[src/rtl/aab_pkg.sv]
// package: register map, field layout, timing and types of the accumulator/power block
package aab_pkg;
    // special-function register addresses and pages
    localparam logic [7:0] ACC_CFG_ADDR  = 8'hBA;
    localparam logic [7:0] PWR_CFG_ADDR  = 8'hBA;
    localparam logic [7:0] RES_HI_ADDR   = 8'hBE;
    localparam logic [7:0] RES_LO_ADDR   = 8'hBD;
    localparam logic [7:0] PAGE_MAIN     = 8'h00;
    localparam logic [7:0] PAGE_CFG      = 8'h0F;
    // reset values
    localparam logic [7:0] ACC_CFG_RESET = 8'h00;
    localparam logic [7:0] PWR_CFG_RESET = 8'h0F;
    localparam logic [15:0] ACC_RESET    = 16'h0000;
    // field positions
    localparam int TWELVE_BIT = 7;
    localparam int ACC_EN_BIT = 6;
    localparam int SJ_LSB     = 3;
    localparam int RPT_LSB    = 0;
    localparam int LPM_BIT    = 7;
    localparam int PWR_LSB    = 0;
    // shift/justify codes and left-justify distances
    localparam logic [2:0] SJ_LEFT       = 3'h4;
    localparam logic [3:0] LEFT_SHIFT_12 = 4'h4;
    localparam logic [3:0] LEFT_SHIFT_10 = 4'h6;
    // repeat-count codes
    localparam logic [2:0] RPT_1  = 3'h0;
    localparam logic [2:0] RPT_4  = 3'h1;
    localparam logic [2:0] RPT_8  = 3'h2;
    localparam logic [2:0] RPT_16 = 3'h3;
    localparam logic [2:0] RPT_32 = 3'h4;
    // timing: one power-up unit, rounded up to whole clock cycles
    localparam int CLK_PERIOD_NS = 40;
    localparam int PWR_UNIT_NS   = 400;
    localparam int PWR_UNIT_CYC  = (PWR_UNIT_NS + CLK_PERIOD_NS - 1) / CLK_PERIOD_NS;
    localparam logic [3:0] PWR_RELOAD = 4'(PWR_UNIT_CYC - 1);

    typedef struct packed {
        logic [7:0] addr;
        logic [7:0] page;
        logic       wr;
        logic       rd;
        logic [7:0] wdata;
    } aab_sfr_req_type;

    typedef struct packed {
        logic        done;
        logic [11:0] data;
    } aab_sar_res_type;

    typedef enum logic [1:0] {SEQ_IDLE, SEQ_POWERUP, SEQ_CONVERT} aab_seq_type;

    typedef struct packed {
        logic       busy;
        logic [3:0] prescale;
        logic [3:0] units_left;
        logic       expired;
    } aab_tmr_state_type;

    typedef struct packed {
        logic        twelve_bit_mode_en;
        logic        accumulate_en;
        logic [2:0]  shift_justify_sel;
        logic [2:0]  repeat_count;
        logic        low_power_mode_en;
        logic [3:0]  powerup_time;
        logic [15:0] acc;
        aab_seq_type seq;
        logic [5:0]  conv_left;
        logic        first_conv;
        logic        sar_start;
        logic        done_set;
        logic        power_on;
        logic [7:0]  rdata;
    } aab_state_type;
endpackage

[src/rtl/aab_ctrl.sv]
// accumulator, burst and power-up control of the converter, with its registers
//
// Behaviour
// [RULE1] bit 7 of accumulator config enables twelve-bit conversions.
// [RULE2] burst off, accumulate off: result pair holds only latest conversion.
// [RULE3] burst off, accumulate on: each new result adds into the pair.
// [RULE4] software clears accumulation by writing zero to both result bytes.
// [RULE5] accumulate enable bit 6 is write-only and reads as zero.
// [RULE6] shift/justify codes 000..011 right-justify, shifted right 0..3 bits.
// [RULE7] code 100 left-justifies without shift; codes above are reserved.
// [RULE8] burst repeat codes give 1,4,8,16,32,64 conversions accumulated.
// [RULE9] software keeps repeat count zero while burst mode is off.
// [RULE10] bit 7 of power-up config enables converter low-power mode.
// [RULE11] power-up config bits 6:4 read zero, writes ignored.
// [RULE12] burst off: converter power follows converter enable only.
// [RULE13] burst on, enable set: stay powered, start at once.
// [RULE14] burst on, enable clear: power down after burst, wait before converting.
// [RULE15] power-up delay is field plus one times 400 ns.
// [RULE16] software should program power-up field to four for 2 us tracking.
// [RULE17] done flag after one conversion, or after whole burst.
// [RULE18] result pair is a 16-bit accumulator, formatted reads, direct writes.
// [RULE19] first burst conversion gets no track delay; power-up covers it.
// [RULE20] power-up delay is timed from fixed-rate clock, 400 ns units.
`timescale 1ns/1ps
module aab_ctrl (
    input  wire logic                     clk,
    input  wire logic                     rst,
    input  wire aab_pkg::aab_sfr_req_type sfr,
    output logic [7:0]                    sfr_rdata,
    input  wire logic                     burst_mode_en,
    input  wire logic                     converter_en,
    input  wire logic                     soc,
    input  wire aab_pkg::aab_sar_res_type sar,
    output logic                          sar_start,
    output logic                          first_conv,
    output logic                          conversion_done_set,
    output logic                          converter_power_on,
    output logic                          twelve_bit_mode_en,
    output logic                          low_power_mode_en
);
    import aab_pkg::*;

    aab_state_type s_q;
    aab_state_type s_d;
    logic          tmr_start;
    logic          tmr_expired;
    logic [15:0]   fmt;
    logic [15:0]   sample;
    logic [5:0]    burst_len;
    logic          wr_cfg;
    logic          wr_pwr;
    logic          wr_hi;
    logic          wr_lo;

    // address decode: same offset on two pages selects two registers
    assign wr_cfg = sfr.wr && sfr.addr == ACC_CFG_ADDR && sfr.page == PAGE_MAIN;
    assign wr_pwr = sfr.wr && sfr.addr == PWR_CFG_ADDR && sfr.page == PAGE_CFG;
    assign wr_hi  = sfr.wr && sfr.addr == RES_HI_ADDR && sfr.page == PAGE_MAIN;
    assign wr_lo  = sfr.wr && sfr.addr == RES_LO_ADDR && sfr.page == PAGE_MAIN;

    // new sample, zero-extended from the active resolution
    assign sample = s_q.twelve_bit_mode_en ? {4'h0, sar.data} : {6'h00, sar.data[9:0]};

    // conversions per burst, minus one; reserved codes behave as the longest burst
    always_comb begin
        unique case (s_q.repeat_count)
            RPT_1:   burst_len = 6'd0; // RULE8
            RPT_4:   burst_len = 6'd3;
            RPT_8:   burst_len = 6'd7;
            RPT_16:  burst_len = 6'd15;
            RPT_32:  burst_len = 6'd31;
            default: burst_len = 6'd63;
        endcase
    end

    // power-up wait only for a burst start with the converter disabled
    assign tmr_start = s_q.seq == SEQ_IDLE && soc && burst_mode_en && !converter_en; // RULE14

    aab_pwr_timer u_timer (
        .clk     (clk),
        .rst     (rst),
        .start   (tmr_start),
        .units   (s_q.powerup_time),
        .expired (tmr_expired)
    );

    aab_result_fmt u_fmt (
        .acc    (s_q.acc),
        .sel    (s_q.shift_justify_sel),
        .twelve (s_q.twelve_bit_mode_en),
        .fmt    (fmt)
    );

    // next-state: registers, sequencer, accumulator and read data
    always_comb begin
        s_d = s_q;
        s_d.sar_start = 1'b0;
        s_d.done_set = 1'b0;
        // configuration writes
        if (wr_cfg) begin
            s_d.twelve_bit_mode_en = sfr.wdata[TWELVE_BIT]; // RULE1
            s_d.accumulate_en = sfr.wdata[ACC_EN_BIT];
            s_d.shift_justify_sel = sfr.wdata[SJ_LSB +: 3];
            s_d.repeat_count = sfr.wdata[RPT_LSB +: 3];
        end
        if (wr_pwr) begin
            s_d.low_power_mode_en = sfr.wdata[LPM_BIT]; // RULE10
            s_d.powerup_time = sfr.wdata[PWR_LSB +: 4]; // RULE11
        end
        // conversion sequencer
        unique case (s_q.seq)
            SEQ_IDLE: begin
                if (soc && (converter_en || burst_mode_en)) begin
                    s_d.first_conv = 1'b1; // RULE19
                    s_d.conv_left = burst_mode_en ? burst_len : 6'd0;
                    if (tmr_start) begin
                        s_d.seq = SEQ_POWERUP; // RULE14
                    end else begin
                        s_d.seq = SEQ_CONVERT; // RULE13
                        s_d.sar_start = 1'b1;
                    end
                end
            end
            SEQ_POWERUP: begin
                if (tmr_expired) begin
                    s_d.seq = SEQ_CONVERT; // RULE15
                    s_d.sar_start = 1'b1;
                end
            end
            SEQ_CONVERT: begin
                if (sar.done) begin
                    if (burst_mode_en) begin
                        s_d.acc = s_q.first_conv ? sample : s_q.acc + sample; // RULE8
                    end else if (s_q.accumulate_en) begin
                        s_d.acc = s_q.acc + sample; // RULE3
                    end else begin
                        s_d.acc = sample; // RULE2
                    end
                    if (s_q.conv_left == 6'd0) begin
                        s_d.seq = SEQ_IDLE;
                        s_d.done_set = 1'b1; // RULE17
                    end else begin
                        s_d.conv_left = s_q.conv_left - 6'd1;
                        s_d.sar_start = 1'b1;
                        s_d.first_conv = 1'b0; // RULE19
                    end
                end
            end
        endcase
        // direct byte writes win over a sample landing in the same cycle
        if (wr_hi) begin
            s_d.acc[15:8] = sfr.wdata; // RULE4 RULE18
        end
        if (wr_lo) begin
            s_d.acc[7:0] = sfr.wdata; // RULE4 RULE18
        end
        // power follows enable alone unless a burst owns the converter
        if (burst_mode_en) begin
            s_d.power_on = converter_en || s_d.seq != SEQ_IDLE; // RULE13 RULE14
        end else begin
            s_d.power_on = converter_en; // RULE12
        end
        // read data, registered; unmapped addresses read zero
        s_d.rdata = 8'h00;
        if (sfr.rd) begin
            if (sfr.addr == ACC_CFG_ADDR && sfr.page == PAGE_MAIN) begin
                s_d.rdata = {s_q.twelve_bit_mode_en, 1'b0, s_q.shift_justify_sel,
                             s_q.repeat_count}; // RULE5
            end else if (sfr.addr == PWR_CFG_ADDR && sfr.page == PAGE_CFG) begin
                s_d.rdata = {s_q.low_power_mode_en, 3'h0, s_q.powerup_time}; // RULE11
            end else if (sfr.addr == RES_HI_ADDR && sfr.page == PAGE_MAIN) begin
                s_d.rdata = fmt[15:8]; // RULE18
            end else if (sfr.addr == RES_LO_ADDR && sfr.page == PAGE_MAIN) begin
                s_d.rdata = fmt[7:0]; // RULE18
            end
        end
    end

    // state register; power-up field resets to its longest delay
    always_ff @(posedge clk) begin
        if (rst) begin
            s_q <= '0;
            s_q.seq <= SEQ_IDLE;
            s_q.twelve_bit_mode_en <= ACC_CFG_RESET[TWELVE_BIT];
            s_q.accumulate_en <= ACC_CFG_RESET[ACC_EN_BIT];
            s_q.shift_justify_sel <= ACC_CFG_RESET[SJ_LSB +: 3];
            s_q.repeat_count <= ACC_CFG_RESET[RPT_LSB +: 3];
            s_q.low_power_mode_en <= PWR_CFG_RESET[LPM_BIT];
            s_q.powerup_time <= PWR_CFG_RESET[PWR_LSB +: 4];
            s_q.acc <= ACC_RESET;
        end else begin
            s_q <= s_d;
        end
    end

    // outputs straight from state
    assign sfr_rdata = s_q.rdata;
    assign sar_start = s_q.sar_start;
    assign first_conv = s_q.first_conv;
    assign conversion_done_set = s_q.done_set;
    assign converter_power_on = s_q.power_on;
    assign twelve_bit_mode_en = s_q.twelve_bit_mode_en;
    assign low_power_mode_en = s_q.low_power_mode_en;

    // helper: cycles spent waiting since a power-up wait began
    logic [7:0] wait_cnt_q;
    logic [7:0] wait_expect;
    always_ff @(posedge clk) begin
        if (rst || tmr_start) begin
            wait_cnt_q <= 8'h00;
        end else if (wait_cnt_q != 8'hFF) begin
            wait_cnt_q <= wait_cnt_q + 8'h01;
        end
    end
    assign wait_expect = 8'((s_q.powerup_time + 1) * PWR_UNIT_CYC);
endmodule // aab_ctrl

[src/rtl/aab_pwr_timer.sv]
// power-up delay timer counting whole 400 ns units
`timescale 1ns/1ps
module aab_pwr_timer (
    input  wire logic       clk,
    input  wire logic       rst,
    input  wire logic       start,
    input  wire logic [3:0] units,
    output logic            expired
);
    import aab_pkg::*;

    aab_tmr_state_type s_q;
    aab_tmr_state_type s_d;

    // prescaler divides the fixed clock to one unit; field value plus one units
    always_comb begin
        s_d = s_q;
        s_d.expired = 1'b0;
        if (start) begin
            s_d.busy = 1'b1;
            s_d.prescale = PWR_RELOAD; // RULE20
            s_d.units_left = units; // RULE15
        end else if (s_q.busy) begin
            if (s_q.prescale != 4'h0) begin
                s_d.prescale = s_q.prescale - 4'h1;
            end else if (s_q.units_left == 4'h0) begin
                s_d.busy = 1'b0;
                s_d.expired = 1'b1;
            end else begin
                s_d.units_left = s_q.units_left - 4'h1;
                s_d.prescale = PWR_RELOAD;
            end
        end
    end

    // state register
    always_ff @(posedge clk) begin
        if (rst) begin
            s_q <= '0;
        end else begin
            s_q <= s_d;
        end
    end

    assign expired = s_q.expired;
endmodule // aab_pwr_timer

[src/rtl/aab_result_fmt.sv]
// read-back formatter for the 16-bit accumulator
`timescale 1ns/1ps
module aab_result_fmt (
    input  wire logic [15:0] acc,
    input  wire logic [2:0]  sel,
    input  wire logic        twelve,
    output logic [15:0]      fmt
);
    import aab_pkg::*;

    // right shifts fill with zeros; left justify moves the sample to the top
    always_comb begin
        if (sel < SJ_LEFT) begin
            fmt = acc >> sel; // RULE6
        end else if (sel == SJ_LEFT) begin
            fmt = acc << (twelve ? LEFT_SHIFT_12 : LEFT_SHIFT_10); // RULE7
        end else begin
            fmt = acc; // reserved codes: plain view
        end
    end
endmodule // aab_result_fmt

[config.mk]
export PLATFORM = sky130hd
export DESIGN_NAME = aab_ctrl
export DESIGN_NICKNAME = d
export VERILOG_FILES = /design/src/rtl/aab_pkg.sv /design/src/rtl/aab_ctrl.sv /design/src/rtl/aab_pwr_timer.sv /design/src/rtl/aab_result_fmt.sv
export SDC_FILE = /design/constraint.sdc
export NUM_CORES = 1
export LEC_CHECK = 0
export ABC_AREA = 1
export BUFFER_PORTS_ARGS = -buffer_cell sky130_fd_sc_hd__buf_4
export CORE_MARGIN = 2
export CORE_UTILIZATION = 60
export DETAILED_ROUTE_END_ITERATION = 12
export GPL_ROUTABILITY_DRIVEN = 0
export PLACE_DENSITY = 0.88
export REMOVE_ABC_BUFFERS = 1
export SYNTH_ARGS = -nofsm -noshare
export SYNTH_HDL_FRONTEND = slang
export SYNTH_SLANG_ARGS = --single-unit
[constraint.sdc]
create_clock -name clk -period 4.7 [get_ports clk]
set_clock_uncertainty 0.1 [all_clocks]
set_input_delay 0.235 -clock clk [delete_from_list [all_inputs] [get_ports clk]]
set_output_delay 0.235 -clock clk [all_outputs]
set_load 0.05 [all_outputs]
==> key figures <==
Timing
  • Slew Viols, Final: 0
  • # setup viols final: 0
  • Setup TNS: 0 ns
  • Fmax: 0.403 GHz
  • Slew headroom: 36.5%
  • Worst-margin pin slew: 0.951 ns
  • Clock period minus worst slack: 2.48 ns
  • Final Hold Fails: 0
  • WHS: 0.0735 ns
  • RSZ-0062 raised after global routing: false
  • Tcrit/Tclk final: 52.8%

GRT
  • Total GRT Usage: 33.7%
  • Via count of the first global-routing pass: 4975
  • Largest net degree at the start of global routing: 35
  • Grt total ovfl: 0
  • Initial antenna violation count: 0
  • First-pass GRT wire length: 22.9 mm

Outcome
  • Status: finished, final reports clean

Routing
  • Drc violations: 0
  • DR vias: 5506
  • Total Routed Length: 14.3 mm
  • Pre-antenna DRT Iters: 7
  • Per-cell routed wire length: 15.4 um
  • Vias/cell: 5.95
  • Initial DRC count: 635
  • Routed Antenna Nets: 0

Clock network
  • Skew-Pair Late Insertion Delay: 0.35 ns
  • Total CTS buffers: 9
  • CTS tree: yes
  • Max clock buf depth: 2
  • H-tree Lvls: 3
  • Clk root buf: clkbuf_8
  • Post-CTS setup buffers: 0
  • Clk sinks: 59
  • Cts repair resizes: 0
  • Cts hold-fix bufs: 0
  • CTS clk-pin slew, worst paths: 0.07 ns

Critical path
  • Arrival time worst endpoint: 2.66 ns
  • Setup CP Type: reg -> reg
  • Crit end category: flop
  • Startpoint Class: flop
  • Worst EP required: 4.88 ns
  • Worst-path fanout max: 26

Hold path
  • HP Class: in -> reg

Cells and area
  • # diodes: 0
  • Synthesis-to-layout area growth: 13.7%
  • Ratio of cells with drive above 1 in the final layout: 11.3%
  • Most common cell after layout, fill and taps aside: nand2_1
  • Commonest non-fill, non-tap cells in the layout: 206 x nand2_1, 99 x inv_1, 79 x nor2_1
  • Nets: 881
  • Fill cells: 665
  • Finished Layout Cells: 926
  • Post-route design area: 5280 um2

Flow run
  • Total of max-cap violations: 0

Logic synthesis
  • Sequential area share after synthesis: 25.4%
  • Simple-Gate Fraction of Synth Area: 36.4%
  • Largest cells by area after synthesis: dfxtp_1 25%, nand2_1 17%, o21ai_0 8.3%
  • Syn Std Cell Area: 4640 um2
  • Xor and xnor fraction of the mapped netlist area: 1.70%
  • Adder-Cell Fraction of Synth Area: 4.74%
  • Synth Instances: 779
  • Synthesis-stage register bit count: 59
  • Synth top area share: 25.4%
  • Main combinational cell family by area after synthesis: simple AND/OR/NAND/NOR gates
  • Distinct cells, synth: 39
  • Main synth FF type: dfxtp_1
  • FFs w/ async S/R, synth: 0%
  • Mean Syn Cell Area: 5.96 um2
  • Number of flops mapped to enable cells by yosys: 0
  • Mux cell area share after synthesis: 0%
  • Compound-Gate Fraction of Synth Area: 20.1%
  • Yosys warns: 0
  • Yosys top cell by area: dfxtp_1

Floorplanning
  • Die area: 8460 um2
  • Starting Density: 61.1%
  • Die width: 92.0 um
  • Chip Height: 92.0 um
  • # IOs: 58
  • Core area: 7610 um2
  • Num rows: 32

Pwr
  • Static Leakage: 2.43 nW
  • Maximum vdd drop: 135 uV
  • Power Total: 1.33 mW
  • Pwr/cell area: 252 nW/um2

Placement
  • PortBufs: 57
  • Post-DP Area: 5060 um2
  • Post-placement cell count: 911
  • DP HPWL: 10.8 mm
## worst max-delay path, cell delays in order (launching register included)
cell and delay (ns):
dfxtp_1 0.90, nand2_1 0.21, inv_1 0.12, ha_1 0.27
inv_1 0.11, nor2_1 0.05, nor2_1 0.12, and2_1 0.17
nand2_1 0.08, nand2_1 0.07, nand3_1 0.07, a21oi_1 0.14
## cells by family after synthesis
| group | count (synthesis) |
|---|---|
| simple gates | 392 |
| compound gates | 171 |
| buf+inv | 131 |
| xor+xnor | 9 |
| fa+ha+maj | 17 |
| flops | 59 |
## worst paths after layout
path	slack (ns)	startpoint	endpoint	cells after the start
max reg2reg	2.22	twelve_bit_mode_en	s_q[32]	11
min	0.07	sfr[1]	s_q[37]	3
min reg2reg	0.37	s_q[36]	s_q[36]	2
max	2.22	twelve_bit_mode_en	s_q[32]	11
## area by class of cell
class                           count  area (um2)  area share [%]
Clock buffer                       11         151            2.87
Inverter                          103         388            7.34
Sequential cell                    59        1180            22.4
Clock inverter                      4        73.8            1.40
Tap cell                          102         128            2.42
Timing Repair Buffer               58         435            8.24
Multi-Input combinational cell    589        2920            55.4
## sequential cells by signal, summed over array words and instances (netlist names)
signal               count
s_q                     35
u_timer.s_q              9
sfr_rdata                8
conversion_done_set      1
converter_power_on       1
first_conv               1
low_power_mode_en        1
sar_start                1
twelve_bit_mode_en       1
u_timer.expired          1
## routing by layer
layer / up-vias / track usage (%) / share of wire (%)
met1: 2435 / 43.1 / 40
li1: 2637 / - / -
met4: 0 / 13.3 / 3.7
met2: 361 / 55.9 / 45
met5: - / 0 / 0
met3: 73 / 6.74 / 11
## through the flow
step	setup WS [ns]	utilization, %
2_1_floorplan	2.45	-
3_3_place_gp	2.46	66.5
3_5_place_dp	2.35	66.5
4_1_cts	2.30	69.4
5_1_grt	2.03	69.4
6_report	2.22	69.4
## cell usage after synthesis (2+ instances only)
master	count
a211oi_1	3
a21oi_1	53
a31oi_1	11
buf_2	7
buf_4	8
clkbuf_1	12
clkinv_1	2
dfxtp_1	59
ha_1	16
inv_1	99
nand2_1	206
nand2_2	3
nand2_4	3
nand3_1	72
nand3b_1	2
nand4_1	8
nor2_1	79
nor2_4	3
nor3_1	7
o2111ai_1	3
o211ai_1	3
o21ai_0	77
o21ai_1	5
o21bai_1	2
o221ai_1	3
o22ai_1	9
or2_2	5
xnor2_1	4
xor2_1	5
## report_power, final
| part | switching (mW) | internal, mW | total (mW) |
|---|---|---|---|
| sequential | 0.0178 | 0.518 | 0.536 |
| combinational | 0.165 | 0.0970 | 0.262 |
| clock | 0.207 | 0.324 | 0.532 |
| total | 0.390 | 0.939 | 1.33 |
Power figures use the tool's default switching activity.
